[config.mk]
export PLATFORM = sky130hd
export DESIGN_NAME = tcteb_timer
export DESIGN_NICKNAME = d
export VERILOG_FILES = /design/src/tcteb_pkg.sv /design/src/tcteb_prescaler.sv /design/src/tcteb_timer.sv
export SDC_FILE = /design/constraint.sdc
export NUM_CORES = 1
export LEC_CHECK = 0
export BUFFER_PORTS_ARGS = -buffer_cell sky130_fd_sc_hd__buf_2
export CAP_MARGIN = 20
export CORE_ASPECT_RATIO = 1.2
export CORE_MARGIN = 2
export CORE_UTILIZATION = 51
export CTS_CLUSTER_SIZE = 28
export DETAILED_ROUTE_END_ITERATION = 10
export PLACE_DENSITY = 0.8
export SYNTH_ARGS = -nofsm -noshare
export SYNTH_HDL_FRONTEND = slang
export SYNTH_HIERARCHICAL = 1
export SYNTH_SLANG_ARGS = --single-unit
[constraint.sdc]
create_clock -name mclk -period 3.5 [get_ports mclk]
set_input_delay 0 -clock mclk [delete_from_list [all_inputs] [get_ports mclk]]
set_output_delay 0 -clock mclk [all_outputs]
set_load 0.1 [all_outputs]
[src/tcteb_pkg.sv]
// Purpose: shared constants of the 8-bit timer/event counter with buzzer
// Assumes: 8-bit register port, one clock
// Notes:   offsets are byte addresses on the register port
package tcteb_pkg;

	// register offsets
	localparam logic [7:0] TCTEB_OFS_RELOAD = 8'hcd;
	localparam logic [7:0] TCTEB_OFS_MODE   = 8'hda;
	localparam logic [7:0] TCTEB_OFS_COUNT  = 8'hdb;
	localparam logic [7:0] TCTEB_OFS_STATUS = 8'hc8;

	// timer_mode_control field positions
	localparam int TCTEB_BIT_PWM_EN   = 0;
	localparam int TCTEB_BIT_TOGGLE   = 1;
	localparam int TCTEB_BIT_RELOAD   = 2;
	localparam int TCTEB_BIT_CLK_SRC  = 3;
	localparam int TCTEB_BIT_RATE_LO  = 4;
	localparam int TCTEB_BIT_RATE_HI  = 6;
	localparam int TCTEB_BIT_ENABLE   = 7;

	// status register field positions
	localparam int TCTEB_BIT_FLAG     = 0;
	localparam int TCTEB_BIT_IEN      = 1;

	// reset values
	localparam logic [7:0] TCTEB_RST_MODE   = 8'h00;
	localparam logic [7:0] TCTEB_RST_COUNT  = 8'h00;
	localparam logic [7:0] TCTEB_RST_RELOAD = 8'h00;

	// overflow boundary masks: 256, 64, 32 and 16 counts
	localparam logic [7:0] TCTEB_MASK_256 = 8'hff;
	localparam logic [7:0] TCTEB_MASK_64  = 8'h3f;
	localparam logic [7:0] TCTEB_MASK_32  = 8'h1f;
	localparam logic [7:0] TCTEB_MASK_16  = 8'h0f;

	// prescaler: code 0 divides by 256, each step halves the divisor
	localparam logic [7:0] TCTEB_PRE_MASK_MAX = 8'hff;
	localparam logic [7:0] TCTEB_PRE_RST      = 8'h00;

endpackage

[src/tcteb_prescaler.sv]
// Purpose: instruction clock prescaler, divide by 256 down to 2
// Assumes: run low clears the divider so a new start is aligned
// Notes:   tick is one mclk cycle wide and comes from a flip-flop
`timescale 1ns/1ps
`default_nettype none
module tcteb_prescaler
	import tcteb_pkg::*;
(
	// clock and reset
	input  wire logic       mclk,
	input  wire logic       sys_rst,
	// control
	input  wire logic       run,
	input  wire logic [2:0] rate,
	// divided clock enable
	output var  logic       tick
);

	typedef struct packed {
		logic [7:0] div;
		logic       tick;
	} tcteb_pre_t;

	tcteb_pre_t state;
	tcteb_pre_t next_state;
	logic [7:0] mask;

	assign mask = TCTEB_PRE_MASK_MAX >> rate;

	always_comb begin
		next_state = state;
		if (run) begin
			next_state.div  = state.div + 8'h01;
			next_state.tick = ((state.div & mask) == mask);
		end else begin
			next_state.div  = TCTEB_PRE_RST;
			next_state.tick = 1'b0;
		end
	end

	always_ff @(posedge mclk or posedge sys_rst) begin
		if (sys_rst) begin
			state <= '0;
		end else begin
			state <= next_state;
		end
	end

	assign tick = state.tick;

endmodule
`default_nettype wire

[src/tcteb_timer.sv]
// Purpose: 8-bit up timer/event counter with reload, buzzer and PWM
// Assumes: pins and register port synchronous to mclk
// Notes:   counter write wins over a count step in the same cycle
//
// Overview of operation
// - pwm enable drives pin with PWM waveform
// - toggle enable routes buzzer to pin when PWM is off
// - reload bit enables reload outside PWM
// - clock source selects prescaler or pin
// - prescaler codes divide 256 down to 2
// - enable bit starts or stops counting
// - event mode blocks pin interrupt flag
// - overflow sets sticky flag until cleared
// - reload loads counter at overflow automatically
// - PWM bits choose 256, 64, 32, 16 boundary with the prescaler clock; with the pin clock the boundary stays 256
// - reduced modes use only low counter bits
// - reload write waits in holding buffer
// - event mode counts falling edges
// - event mode disables pin wake-up
// - toggle output inverts at each overflow outside PWM
// - flag and interrupt still work with buzzer
// - clearing toggle returns pin to GPIO when PWM is off
// - overflow is full scale to zero
// - PWM mode always reloads when enabled
// - PWM high at start, low at match
//
// Local design decision: the strobed register port.
`timescale 1ns/1ps
`default_nettype none
module tcteb_timer
	import tcteb_pkg::*;
(
	// clock and reset
	input  wire logic       mclk,
	input  wire logic       sys_rst,
	// register port
	input  wire logic [7:0] reg_addr,
	input  wire logic [7:0] reg_wdata,
	input  wire logic       reg_wr,
	input  wire logic       reg_rd,
	output var  logic [7:0] reg_rdata,
	// event input and its port-side interrupt
	input  wire logic       event_input_pin,
	input  wire logic       ext_pin_irq_raw,
	output var  logic       ext_pin_interrupt_flag,
	output var  logic       ext_pin_wakeup_en,
	// shared output pin and its GPIO setting
	input  wire logic       gpio_out,
	input  wire logic       gpio_oe,
	output var  logic       shared_output_pin,
	output var  logic       shared_output_oe,
	// interrupt request to the controller
	output var  logic       timer_irq
);

	typedef struct packed {
		logic [7:0] mode;
		logic [7:0] count;
		logic [7:0] hold;
		logic [7:0] active;
		logic       flag;
		logic       ien;
		logic       ev_prev;
		logic       buzz;
		logic       pwm_lvl;
		logic       pin;
		logic       oe;
		logic       irq;
		logic       ext_flag;
		logic       wake_en;
		logic [7:0] rdata;
	} tcteb_state_t;

	tcteb_state_t state;
	tcteb_state_t next_state;

	logic       en;
	logic       pwm_on;
	logic       tog_on;
	logic       rel_on;
	logic       ext_clk;
	logic [2:0] rate;
	logic       pre_tick;
	logic       fall;
	logic       tick;
	logic [7:0] mask;
	logic       ovf;
	logic       wr_count;
	logic       wr_mode;
	logic       wr_reload;
	logic       wr_status;

	assign en      = state.mode[TCTEB_BIT_ENABLE];
	assign pwm_on  = state.mode[TCTEB_BIT_PWM_EN];
	assign tog_on  = state.mode[TCTEB_BIT_TOGGLE];
	assign rel_on  = state.mode[TCTEB_BIT_RELOAD];
	assign ext_clk = state.mode[TCTEB_BIT_CLK_SRC];
	assign rate    = state.mode[TCTEB_BIT_RATE_HI:TCTEB_BIT_RATE_LO];

	assign wr_count  = reg_wr && (reg_addr == TCTEB_OFS_COUNT);
	assign wr_mode   = reg_wr && (reg_addr == TCTEB_OFS_MODE);
	assign wr_reload = reg_wr && (reg_addr == TCTEB_OFS_RELOAD);
	assign wr_status = reg_wr && (reg_addr == TCTEB_OFS_STATUS);

	// internal clock path, held idle while the pin clocks the counter
	tcteb_prescaler u_pre (
		.mclk    (mclk),
		.sys_rst (sys_rst),
		.run     (en && !ext_clk),
		.rate    (rate),
		.tick    (pre_tick)
	);

	// falling edge of the event input
	assign fall = state.ev_prev && !event_input_pin;
	assign tick = en && (ext_clk ? fall : pre_tick);

	// overflow boundary
	always_comb begin
		mask = TCTEB_MASK_256;
		if (pwm_on && !ext_clk) begin
			case ({rel_on, tog_on})
				2'b00:   mask = TCTEB_MASK_256;
				2'b01:   mask = TCTEB_MASK_64;
				2'b10:   mask = TCTEB_MASK_32;
				2'b11:   mask = TCTEB_MASK_16;
				default: mask = TCTEB_MASK_256;
			endcase
		end
	end

	// full scale of the significant bits stepping to zero
	assign ovf = tick && ((state.count & mask) == mask);

	always_comb begin
		next_state = state;
		next_state.ev_prev = event_input_pin;

		// counter: step, wrap or reload; a software write wins
		if (ovf) begin
			next_state.active = state.hold;
			if (pwm_on) begin
				next_state.count = 8'h00;
			end else if (rel_on) begin
				next_state.count = state.hold;
			end else begin
				next_state.count = 8'h00;
			end
		end else if (tick) begin
			next_state.count = (state.count + 8'h01) & mask;
		end
		if (wr_count) begin
			next_state.count = reg_wdata;
		end
		if (wr_reload) begin
			next_state.hold = reg_wdata;
		end
		if (wr_mode) begin
			next_state.mode = reg_wdata;
		end

		// sticky overflow flag, set wins over a clearing write
		if (wr_status) begin
			next_state.ien  = reg_wdata[TCTEB_BIT_IEN];
			next_state.flag = state.flag && reg_wdata[TCTEB_BIT_FLAG];
		end
		if (ovf) begin
			next_state.flag = 1'b1;
		end
		next_state.irq = next_state.flag && next_state.ien;

		// buzzer toggles on each overflow with toggle on and PWM off
		if (ovf && tog_on && !pwm_on) begin
			next_state.buzz = !state.buzz;
		end

		// PWM: high from overflow, low once the count meets the duty
		if (!en || !pwm_on) begin
			next_state.pwm_lvl = 1'b1;
		end else if (ovf) begin
			next_state.pwm_lvl = 1'b1;
		end else if ((next_state.count & mask) == (state.active & mask)) begin
			next_state.pwm_lvl = 1'b0;
		end

		// shared pin selection, GPIO setting comes back when both off
		if (pwm_on) begin
			next_state.pin = state.pwm_lvl;
			next_state.oe  = 1'b1;
		end else if (tog_on) begin
			next_state.pin = state.buzz;
			next_state.oe  = 1'b1;
		end else begin
			next_state.pin = gpio_out;
			next_state.oe  = gpio_oe;
		end

		// event mode silences the pin's own interrupt and wake-up
		next_state.ext_flag = ext_pin_irq_raw && !ext_clk;
		next_state.wake_en  = !ext_clk;

		// read data, one cycle after the strobe
		next_state.rdata = 8'h00;
		if (reg_rd) begin
			case (reg_addr)
				TCTEB_OFS_MODE:   next_state.rdata = state.mode;
				TCTEB_OFS_COUNT:  next_state.rdata = state.count;
				TCTEB_OFS_STATUS: next_state.rdata = {6'h00, state.ien,
				                                      state.flag};
				default:          next_state.rdata = 8'h00;
			endcase
		end
	end

	always_ff @(posedge mclk or posedge sys_rst) begin
		if (sys_rst) begin
			state         <= '0;
			state.mode    <= TCTEB_RST_MODE;
			state.count   <= TCTEB_RST_COUNT;
			state.hold    <= TCTEB_RST_RELOAD;
			state.active  <= TCTEB_RST_RELOAD;
			state.pwm_lvl <= 1'b1;
			state.wake_en <= 1'b1;
		end else begin
			state <= next_state;
		end
	end

	assign reg_rdata              = state.rdata;
	assign ext_pin_interrupt_flag = state.ext_flag;
	assign ext_pin_wakeup_en      = state.wake_en;
	assign shared_output_pin      = state.pin;
	assign shared_output_oe       = state.oe;
	assign timer_irq              = state.irq;

	// checks
	AST_FLAG_SET: assert property (@(posedge mclk) disable iff (sys_rst)
		ovf |=> state.flag)
		else $error("overflow did not set the flag");

	AST_FLAG_STICKY: assert property (@(posedge mclk) disable iff (sys_rst)
		state.flag && !wr_status |=> state.flag)
		else $error("flag dropped without a clearing write");

	AST_IRQ: assert property (
		@(posedge mclk) disable iff (sys_rst)
		ovf && state.ien && !wr_status |=> timer_irq)
		else $error("enabled overflow gave no interrupt");

	AST_EXT_BLOCK: assert property (@(posedge mclk) disable iff (sys_rst)
		ext_clk && !wr_mode |=> !ext_pin_interrupt_flag)
		else $error("pin interrupt raised in event mode");

	AST_WAKE_OFF: assert property (@(posedge mclk) disable iff (sys_rst)
		ext_clk && !wr_mode |=> !ext_pin_wakeup_en)
		else $error("wake-up left on in event mode");

	AST_RELOAD: assert property (@(posedge mclk) disable iff (sys_rst)
		ovf && rel_on && !pwm_on && !wr_count |=> state.count == $past(state.hold))
		else $error("counter not reloaded at overflow");

	AST_ACTIVE_HOLD: assert property (@(posedge mclk) disable iff (sys_rst)
		!ovf |=> $stable(state.active))
		else $error("active reload changed without overflow");

	AST_STOPPED: assert property (@(posedge mclk) disable iff (sys_rst)
		!en && !wr_count |=> $stable(state.count))
		else $error("stopped counter moved");

	AST_EVENT_STEP: assert property (@(posedge mclk) disable iff (sys_rst)
		en && ext_clk && fall && !ovf && !wr_count && !pwm_on
		|=> state.count == $past(state.count) + 8'h01)
		else $error("falling edge not counted");

	AST_TOGGLE: assert property (@(posedge mclk) disable iff (sys_rst)
		ovf && tog_on && !pwm_on |=> state.buzz != $past(state.buzz))
		else $error("buzzer did not toggle");

	AST_PWM_PIN: assert property (@(posedge mclk) disable iff (sys_rst)
		pwm_on && !wr_mode |=> shared_output_oe)
		else $error("pwm mode does not drive the pin");

	AST_GPIO_BACK: assert property (@(posedge mclk) disable iff (sys_rst)
		!pwm_on && !tog_on |=> shared_output_pin == $past(gpio_out))
		else $error("pin not returned to GPIO");

	AST_PWM_RISE: assert property (
		@(posedge mclk) disable iff (sys_rst)
		ovf && pwm_on && en |=> state.pwm_lvl)
		else $error("pwm level not high after overflow");

	AST_PWM_FALL: assert property (
		@(posedge mclk) disable iff (sys_rst)
		en && pwm_on && !ovf && !wr_mode && !wr_count
		##1 (state.count & mask) == (state.active & mask) |-> !state.pwm_lvl)
		else $error("pwm level not low at duty match");

	AST_PWM_RESTART: assert property (
		@(posedge mclk) disable iff (sys_rst)
		ovf && pwm_on && !wr_count |=> state.count == 8'h00)
		else $error("pwm cycle did not restart from zero");

	AST_WRAP: assert property (
		@(posedge mclk) disable iff (sys_rst)
		ovf && !pwm_on && !rel_on && !wr_count |=> state.count == 8'h00)
		else $error("counter did not wrap to zero");

	AST_ACTIVE_LOAD: assert property (
		@(posedge mclk) disable iff (sys_rst)
		ovf |=> state.active == $past(state.hold))
		else $error("holding buffer not moved at overflow");

	AST_LOW_BITS: assert property (
		@(posedge mclk) disable iff (sys_rst)
		tick && !ovf && !wr_count |=> (state.count & ~$past(mask)) == 8'h00)
		else $error("count left the significant bits");

	AST_PRE_IDLE: assert property (
		@(posedge mclk) disable iff (sys_rst)
		ext_clk |=> !pre_tick)
		else $error("prescaler ran while the pin clocks the counter");

	AST_BUZZ_HOLD: assert property (
		@(posedge mclk) disable iff (sys_rst)
		!ovf |=> $stable(state.buzz))
		else $error("buzzer changed without overflow");

	AST_BUZZ_PIN: assert property (
		@(posedge mclk) disable iff (sys_rst)
		tog_on && !pwm_on |=> shared_output_oe
			&& shared_output_pin == $past(state.buzz))
		else $error("buzzer not routed to the pin");

	AST_RD_IDLE: assert property (
		@(posedge mclk) disable iff (sys_rst)
		!reg_rd |=> reg_rdata == 8'h00)
		else $error("read data outside the read answer cycle");

	AST_RELOAD_WO: assert property (
		@(posedge mclk) disable iff (sys_rst)
		reg_rd && reg_addr == TCTEB_OFS_RELOAD |=> reg_rdata == 8'h00)
		else $error("write-only reload register read back");

	CVR_OVF_RELOAD: cover property (@(posedge mclk) disable iff (sys_rst)
		ovf && rel_on && !pwm_on);
	CVR_EVENT_OVF: cover property (@(posedge mclk) disable iff (sys_rst)
		ovf && ext_clk);
	CVR_PWM16: cover property (@(posedge mclk) disable iff (sys_rst)
		ovf && pwm_on && rel_on && tog_on);
	CVR_FLAG_RACE: cover property (@(posedge mclk) disable iff (sys_rst)
		ovf && wr_status);

endmodule
`default_nettype wire

==> flow_summary.yaml, run 1 <==
outcome:
  status: "completed"
logic_synthesis:
  syn_area_mm2: 0.00317
  syn_nets: 348
  ys_seq_area_frac: 0.467
  synth-compound-area-share: 0.135
  yosys.area_share.simple: 0.215
  synth.distinct_cells: 59
  synth_xor_area_frac: 0.0360
  async_flop_share: 1.00
  ys.flop_type: "dfrtp_1"
  synth_edf_count: 0
  syn_inst: 322
  synth_top_family_by_area: "simple AND/OR/NAND/NOR gates"
  synthAdderAreaFrac: 0.00790
  yosysWarningCount: 6
  muxShareOfSynthArea: 0.0948
  synth.avg_cell_area_um2: 9.83
  synth_seq_cells: 59
sta:
  clock.fmax_ghz: 0.356
  slew_headroom: 0.415
  clock_skew_ns: 0.00847
  period_minus_slack_ns: 2.81
  period_share: 0.803
  rsz0062_at_grt: "no"
  finalSetupViolations: 0
  finalMaxSlewViolations: 0
  finalSetupTns_ns: 0
  worst_hold_slack_ns: 0.0508
  hold_viol: 0
  fin_ws_ns: 0.688
  worst_slew_pin_slew_ns: 0.874
clocking:
  clkLatencyLatePin_ns: 0.34
  clock-sinks: 59
  clk_pin_slew_ns: 0.07
  h-tree-depth: 3
  cts_buffers: 9
  cts_setup_buffers: 0
  cts_tree: "built"
  hold_buffers: 14
  cts-resized-gates: 0
  cts_buffer_depth: 2
  clock-root-buffer: "clkbuf_8"
finish:
  final_common_cell: "dfrtp_1"
  syn2layout_area_growth_pct: 19.4
  antenna_cells: 0
  nets: 395
  final_area_mm2: 0.00378
  fillCellCount: 504
  fin_util: 0.629
  drive_above_1_share: 0.222
  final_cell_mix: "dfrtp_1 (57), nand2_1 (47), buf_2 (36), nor2_1 (29), o21ai_0 (19)"
routing:
  vias: 2532
  drt_iter0_drc: 162
  vias_per_cell: 5.55
  firstDrtPassIters: 5
  wire_per_inst_um: 16.5
  drc: 0
  detail-route-antenna-nets: 0
  drt-total-wl_mm: 7.54
worst_setup_path:
  critPathArrivalTime_ns: 3.08
  crit_required_ns: 3.77
  path_cells: "nand2b_1 > o21ai_1 > nand3_1 > o21a_1 > mux2_1 > o31ai_1 > a2111oi_2 > a21oi_1"
  crit_type: "register to register"
  path_delay_family: "compound AO/OA/AOI/OAI gates"
  worstPathMaxFanout: 13
  crit_buf_inv: 0
  r2r-start: "pwm_on$_DFFE_PP0P_"
  crit_start: "pwm_on$_DFFE_PP0P_"
  crit_path_end_kind: "register"
  cpPeakStageDelay_ns: 0.62
  setup.worst_path.start_class: "register"
  cpMaxStageDelayCell: "dfrtp_1"
place:
  post-dp-hpwl_mm: 5.42
  port_buffers: 36
  gp_congestion: 0.941
  dp_worst_setup_slack_ns: 0.736
  placed_area_mm2: 0.00336
hold_path:
  hold_start: "reg_addr[2]"
  min_path_type: "input pin to register"
die:
  die_h_um: 90.3
  die_w_um: 75.9
  core_area_mm2: 0.00601
  dieArea_mm2: 0.00686
  start_util: 0.527
  num_rows: 31
  num_io_pins: 37
grt:
  grt_pass1_wl_mm: 12.5
  grt_max_degree: 51
  grt-ovfl-total: 0
  grt_usage: 0.234
  grt_antenna_before_repair: 0
  grt_pass1_vias: 2572
pwr:
  p_per_area_mw_per_mm2: 463
  leakagePower_nw: 1.76
  peakVddDrop_uv: 243
run:
  maxCapViolCount: 0
power by group:
group          internal [mW]  switching [mW]  leakage (nW)
sequential             0.710          0.0431         0.764
combinational         0.0814           0.116         0.867
clock                  0.530           0.270         0.133
total                   1.32           0.429          1.76
cell type report:
cell class	count	area [µm²]	share of cell area
Multi-Input combinational cell	237	1550	0.409
Sequential cell	59	1480	0.391
Timing Repair Buffer	54	363	0.0960
Clock buffer	12	165	0.0437
Tap cell	82	103	0.0271
Clock inverter	4	95.1	0.0251
Inverter	8	30.0	0.00794
metrics by stage:
| stage | power (mW) | std cells |
|---|---|---|
| finish | 1.75 | 456 |
| global route | 1.83 | 456 |
| CTS | 1.76 | 455 |
| detailed placement | 0.947 | 425 |
| global placement | 0.945 | 425 |
| floorplan | 0.887 | 322 |
logic make-up after synthesis:
logic type,after synthesis
DFF,59
and+or+nand+nor,132
buffers and inverters,26
AOI/OAI and AO/OA,62
muxes,28
xor gates and xnor gates,13
adders and majority gates,2
worst reg2reg max path, delay by kind of cell (launching register included):
kind | cells | cell delay (ns)
flops | 1 | 0.62
compound gates | 5 | 1.24
mux | 1 | 0.32
simple gates | 2 | 0.56
layer usage:
metal / vias to the layer above / track usage / share of wire
li1: 1237 / - / -
met1: 1211 / 0.305 / 0.47
met2: 69 / 0.374 / 0.48
met3: 15 / 0.0510 / 0.038
met4: 0 / 0.108 / 0.019
met5: - / 0 / 0
cell usage after synthesis, types with 4 or more instances:
cell type  count  area, µm²
nor2_1        29        109
nor2b_1        4       25.0
nor3_1         4       20.0
inv_1          8       30.0
nand2_1       47        176
buf_4          9       67.6
xnor2_1        6       52.6
mux2i_1       12        120
nand3_1       12       60.1
and3_1         5       31.3
mux2_2        15        169
clkbuf_1       4       15.0
o21a_1         5       37.5
o21ai_0       19       95.1
dfrtp_1       57       1430
a21oi_1       12       60.1
xor2_1         7       61.3
state kept, by name, summed over array words and instances (netlist names):
register	flops
reg_rdata	8
rate	3
shared_output_pin	1
state	30
u_pre/state	8
ext_pin_interrupt_flag	1
shared_output_oe	1
en	1
timer_irq	1
u_pre/tick	1
pwm_on	1
ext_pin_wakeup_en	1
rel_on	1
ext_clk	1
final timing paths:
check	end	slack [ns]	cells after the start
worst min-delay path	reg_rdata[1]$_DFF_PP0_	0.05	4
worst max-delay path	state[13]$_DFFE_PP1P_	0.69	8
max in group asynchronous	state[13]$_DFFE_PP1P_	2.72	4
worst min register to register	state[14]$_DFFE_PP0P_	0.48	1
worst max register to register	state[13]$_DFFE_PP1P_	0.69	8
min in group asynchronous	u_pre/state[8]$_DFF_PP0_	0.17	3
(Power assumes the default switching activity.)
==> run 2, diff against run 1 <==
Settings changed: ABC_AREA set to 1.
Clock period 3.5 ns to 2.9 ns, I/O delays scaled along.
==> run 2 against run 1 <==
Net effect: core utilization fell by 1.9 points; final area is 2.7% higher; highest routed layer unchanged; largest cell class is now sequential cells; power increased by 41%; sequential cell count is the same; global-route usage up 0.49 points; via count up 20%; critical path type unchanged; hold slack worse by 0.022 ns; non-clock buffer count shrank 3; register-to-register slack got worse by 0.25 ns.
==> flow_summary.yaml, run 2 <==
outcome:
  status: "completed"
logic_synthesis:
  async_flop_share: 1.00
  synth.avg_cell_area_um2: 7.47
  synth_top_cells_by_count: "nand2_1 (131), inv_1 (63), dfrtp_1 (57)"
  yosysWarningCount: 6
  synth.distinct_cells: 35
  syn_area_mm2: 0.00331
  ys.flop_type: "dfrtp_1"
  syn_inst: 443
  synth_seq_cells: 59
  ys_seq_area_frac: 0.447
  yosysMostFrequentCell: "nand2_1"
  netlist.top_cell.by_area: "dfrtp_1"
  synth_top_area_share: 0.431
  synth_area_leaders: "dfrtp_1 (43%), nand2_1 (15%), inv_1 (7.1%)"
  synth_edf_count: 0
  syn_nets: 469
die:
  dieArea_mm2: 0.00715
  core_area_mm2: 0.00637
  start_util: 0.520
  die_w_um: 77.6
  num_rows: 32
  num_io_pins: 37
  die_h_um: 92.3
pwr:
  p_per_area_mw_per_mm2: 635
  seqPwrFrac: 0.414
  leakagePower_nw: 2.02
  peakVddDrop_uv: 356
  p_clk_frac: 0.341
  internal_power_mw: 1.60
  power.switching_mw: 0.861
  swShare: 0.350
  power_frac_comb: 0.245
grt:
  grt_antenna_before_repair: 0
  grt-ovfl-total: 0
  grt_pass1_wl_mm: 13.4
  grt_pass1_vias: 2947
  grt_max_degree: 51
  grt_usage: 0.239
worst_setup_path:
  worstPathMaxFanout: 13
  crit_type: "register to register"
  cpMaxStageDelayCell: "dfrtp_1"
  crit_buf_inv: 0
  crit_required_ns: 3.18
  cpPeakStageDelay_ns: 0.47
  path_cells: "nor2_2 > nand2_2 > nand2_1 > o21ai_0 > o21ai_0 > nand2_2 > nand3_2 > nand3b_1 > nand2_1 > nand2_1 > nor2_1 > nand3_1 > nand2_1 > nand2_1"
  path_delay_family: "simple AND/OR/NAND/NOR gates"
  setup.worst_path.start_class: "register"
  worst_path_most_repeated_cell: "nand2_1"
  critPathArrivalTime_ns: 2.74
  crit_path_end_kind: "register"
sta:
  finalSetupViolations: 0
  hold_viol: 0
  period_minus_slack_ns: 2.46
  period_share: 0.850
  rsz0062_at_grt: "no"
  clock.fmax_ghz: 0.406
  worst_slew_pin_slew_ns: 0.913
  finalMaxSlewViolations: 0
  clock_skew_ns: 0.0134
  slew_headroom: 0.389
  finalSetupTns_ns: 0
clocking:
  cts_buffers: 9
  cts_tree: "built"
  clock-root-buffer: "clkbuf_8"
  clock-sinks: 59
  h-tree-depth: 3
  clkLatencyLatePin_ns: 0.34
  cts_buffer_depth: 2
  clk_pin_slew_ns: 0.08
routing:
  drt_iter0_drc: 215
  vias_per_cell: 5.23
  firstDrtPassIters: 5
  detail-route-antenna-nets: 0
  drc: 0
  drt-total-wl_mm: 7.73
  vias: 3032
  wire_per_inst_um: 13.3
finish:
  final_common_cell: "nand2_1"
  fillCellCount: 531
  multi_input_comb_area_mm2: 0.00147
  largest_reg_flops: 30
  antenna_cells: 0
  nets: 516
  seq_area_mm2: 0.00148
  final_cell_mix: "nand2_1 (131), inv_1 (62), dfrtp_1 (57), nand3_1 (45), buf_2 (36)"
  fin_util: 0.610
  drive_above_1_share: 0.176
  syn2layout_area_growth_pct: 17.3
  final_area_mm2: 0.00388
  largest_register: "state"
place:
  gp_congestion: 0.918
  port_buffers: 36
  placed_area_mm2: 0.00351
  post-dp-hpwl_mm: 5.73
run:
  maxCapViolCount: 0
hold_path:
  min_path_type: "input pin to register"
## run 2: power by group through the flow
stage | logic (mW) | registers [mW] | clock network, mW
floorplan | 0.449 | 1.01 | 0
global placement | 0.568 | 1.03 | 0
detailed placement | 0.579 | 1.03 | 0
CTS | 0.597 | 1.02 | 0.853
global route | 0.702 | 1.03 | 0.887
finish | 0.604 | 1.02 | 0.841
## run 2: routing by layer
layer  vias up  part of all wire  routed length [µm]  global-route usage
met2        84              0.51                3970               0.400
met4         0             0.026                 200               0.141
met1      1436              0.42                3270               0.291
met5         -                 0                   0                   0
li1       1494                 -                   -                   -
met3        18             0.036                 280              0.0344
## run 2: final timing paths
path                                       start                     endpoint  slack, ns  cells after the start
setup reg to reg             ext_clk$_DFFE_PP0P_        state[13]$_DFFE_PP1P_       0.44                     14
hold / removal                      reg_wdata[4]          rate[0]$_DFFE_PP0P_       0.03                      4
hold reg to reg            state[14]$_DFFE_PP0P_        state[14]$_DFFE_PP0P_       0.48                      1
min in group asynchronous                sys_rst     u_pre/state[6]$_DFF_PP0_       0.16                      3
max in group asynchronous                sys_rst  ext_pin_wakeup_en$_DFF_PP1_       2.12                      4
setup / recovery             ext_clk$_DFFE_PP0P_        state[13]$_DFFE_PP1P_       0.44                     14
## run 2: repair_timing
action	CTS	global route
hold buffers	13	0
endpoints found under the hold margin	75	0
setup buffers	0	0
gates resized for setup	0	0
## run 2: cells by family (layout without fill, tap and decap cells)
| logic type | count (synthesis) | in the layout | synth area share |
|---|---|---|---|
| compound gates | 47 | 47 | 0.0813 |
| xor+xnor | 1 | 1 | 0.00265 |
| fa+ha+maj | 2 | 2 | 0.00756 |
| buf+inv | 85 | 137 | 0.110 |
| flops | 59 | 59 | 0.447 |
| mux | 1 | 1 | 0.00340 |
| simple gates | 248 | 248 | 0.349 |
## run 2: tightest hold or removal path, delay by kind of cell
kind / cells / cell delay [ns]
AND/OR/NAND/NOR: 1 / 0.08
AO/OA/AOI/OAI: 1 / 0.11
buffers and inverters: 2 / 0.15
## run 2: stage by stage
| stage | total power [mW] | hold slack, ns | instances | setup WS [ns] |
|---|---|---|---|---|
| 5_1_grt | 2.62 | 0.0534 | 580 | 0.112 |
| 6_report | 2.46 | 0.0289 | 580 | 0.435 |
| 2_1_floorplan | 1.46 | -0.172 | 443 | 1.02 |
| 3_3_place_gp | 1.60 | -0.0166 | 550 | 0.597 |
| 4_1_cts | 2.47 | 0.0221 | 579 | 0.492 |
| 3_5_place_dp | 1.61 | -0.00849 | 550 | 0.517 |
## run 2: cell type report
class / instances / share of cell area
timing repair buffer: 51 / 0.0870
multi-input combinational: 299 / 0.378
clock buffer: 9 / 0.0319
sequential: 59 / 0.381
tap: 85 / 0.0274
clock inverter: 7 / 0.0258
inverter: 70 / 0.0689
==> run 3, diff against run 2 <==
Settings changed: PLACE_DENSITY 0.8 to 0.83.
Clock period 2.9 ns to 2.2 ns, I/O delays scaled along.
==> run 3 against run 2 <==
Net effect: highest routed layer unchanged; sequential power up 33%; clock skew down 0.0060 ns; die area unchanged; count of clock-buffer cells in the layout up 1; via count up 5.4%; setup slack worse by 0.38 ns; the flow now finishes with violations (hold timing); fmax up 15%; sequential share of layout area down 1.2 points; first-iteration DRC count up 17%; final area up 3.5%.
==> flow_summary.yaml, run 3 (same netlist as run 2, synthesis figures left out) <==
outcome:
  status: "complete, but fails checks"
  violations: "hold timing"
routing:
  detail-route-antenna-nets: 0
  firstDrtPassIters: 5
  drc: 0
  vias_per_cell: 5.37
  vias: 3197
  drt_iter0_drc: 251
  drt-total-wl_mm: 8.43
  wire_per_inst_um: 14.2
clocking:
  clk_pin_slew_ns: 0.07
  clock-sinks: 59
  cts_tree: "built"
  clock-root-buffer: "clkbuf_8"
  h-tree-depth: 3
  cts_buffers: 9
  clkLatencyLatePin_ns: 0.35
  cts_buffer_depth: 2
worst_setup_path:
  crit_path_end_kind: "register"
  cpMaxStageDelayCell: "dfrtp_1"
  critPathArrivalTime_ns: 2.41
  r2r-end: "state[13]$_DFFE_PP1P_"
  worstPathMaxFanout: 6
  crit_required_ns: 2.47
  r2r_slack_ns: 0.06
  r2r-start: "state[35]$_DFF_PP0_"
  path_cells: "ha_4 > nand2_2 > nor2_4 > inv_2 > a21oi_4 > nand2_4 > buf_6 > nand3_1 > nand3_1 > nand4_1 > nand2_1 > nor2_1 > nand3_1 > nand2_1 > nand2_1"
  crit_type: "register to register"
  cpPeakStageDelay_ns: 0.45
  reg2reg_depth: 15
  setup.worst_path.start_class: "register"
place:
  gp_congestion: 0.935
  post-dp-hpwl_mm: 6.03
  port_buffers: 36
  placed_area_mm2: 0.00356
grt:
  grt_pass1_vias: 3011
  grt_pass1_wl_mm: 13.6
  grt_max_degree: 25
  grt-ovfl-total: 0
  grt_usage: 0.244
  grt_antenna_before_repair: 0
sta:
  hold_viol: 2
  finalMaxSlewViolations: 0
  period_minus_slack_ns: 2.14
  finalSetupViolations: 0
  finalSetupTns_ns: 0
  slew_headroom: 0.657
  period_share: 0.973
  worst_slew_pin_slew_ns: 0.513
  worst_hold_slack_ns: -0.00452
  clock_skew_ns: 0.00743
  clock.fmax_ghz: 0.467
finish:
  largest_reg_flops: 30
  drive_above_1_share: 0.212
  fin_util: 0.632
  final_area_mm2: 0.00402
  largest_register: "state"
  final_cell_mix: "nand2_1 (129), inv_1 (61), dfrtp_1 (55), nand3_1 (44), buf_2 (36)"
  nets: 531
  final_common_cell: "nand2_1"
  antenna_cells: 0
  syn2layout_area_growth_pct: 21.5
die:
  num_rows: 32
  dieArea_mm2: 0.00715
  num_io_pins: 37
  die_h_um: 92.3
  start_util: 0.520
  die_w_um: 77.6
  core_area_mm2: 0.00637
pwr:
  leakagePower_nw: 2.10
  totalPowerFinal_mw: 3.35
  peakVddDrop_uv: 423
  p_per_area_mw_per_mm2: 834
hold_path:
  holdPathEnd: "rate[0]$_DFFE_PP0P_"
  min_path_cells: 4
  hold_start: "reg_wdata[4]"
  min_path_type: "input pin to register"
run:
  maxCapViolCount: 0
run 3: area by class of cell:
cell class | count | area, µm²
multi-input combinational | 299 | 1510
inverter | 70 | 268
clock buffer | 10 | 128
fill | 512 | 2340
sequential | 59 | 1480
clock inverter | 6 | 90.1
timing repair buffer | 66 | 442
tap | 85 | 106
run 3: repair_timing:
action                                  4_1_cts  5_1_grt
buffers inserted                              0        9
hold buffers                                 13        0
endpoints found under the setup margin        0        2
gates resized for setup                       0       14
hold endpoints to repair                     75        0
run 3: worst max path at each step:
stage | start | end | slack (ns)
5_1_grt | reg_addr[5] | state[13]$_DFFE_PP1P_ | -0.04
4_1_cts | state[35]$_DFF_PP0_ | state[13]$_DFFE_PP1P_ | 0.008
3_5_place_dp | state[35]$_DFF_PP0_ | state[13]$_DFFE_PP1P_ | 0.06
6_report | state[35]$_DFF_PP0_ | state[13]$_DFFE_PP1P_ | 0.06
3_3_place_gp | ext_clk$_DFFE_PP0P_ | state[13]$_DFFE_PP1P_ | 0.08
2_1_floorplan | state[34]$_DFF_PP0_ | state[13]$_DFFE_PP1P_ | 0.32
run 3: stage by stage:
| step | hold slack [ns] | setup slack, ns | cells |
|---|---|---|---|
| 6_report | -0.00452 | 0.0587 | 595 |
| 5_1_grt | 0.0124 | -0.0408 | 595 |
| 4_1_cts | 0.00338 | 0.00831 | 586 |
| 3_5_place_dp | -0.0423 | 0.0566 | 557 |
| 3_3_place_gp | -0.0446 | 0.0827 | 557 |
| 2_1_floorplan | -0.172 | 0.317 | 443 |
run 3: routing by layer:
metal / wire [µm] / vias up / track usage / share of wire
li1: - / 1521 / - / -
met1: 3340 / 1487 / 0.285 / 0.40
met2: 4210 / 154 / 0.410 / 0.50
met3: 473 / 35 / 0.0443 / 0.056
met4: 413 / 0 / 0.159 / 0.049
met5: 0 / - / 0 / 0
run 3: critical path: cells and delay by family, from the launching register on:
| family | cells | cell delay [ns] |
|---|---|---|
| adders and majority gates | 1 | 0.17 |
| DFF | 1 | 0.45 |
| and+or+nand+nor | 11 | 1.02 |
| buffers and inverters | 2 | 0.21 |
| AOI/OAI and AO/OA | 1 | 0.21 |
run 3: where the power goes:
group / switching (mW) / total, mW / internal [mW]
Sequential: 0.167 / 1.36 / 1.20
Clock: 0.459 / 1.10 / 0.639
Combinational: 0.571 / 0.894 / 0.322
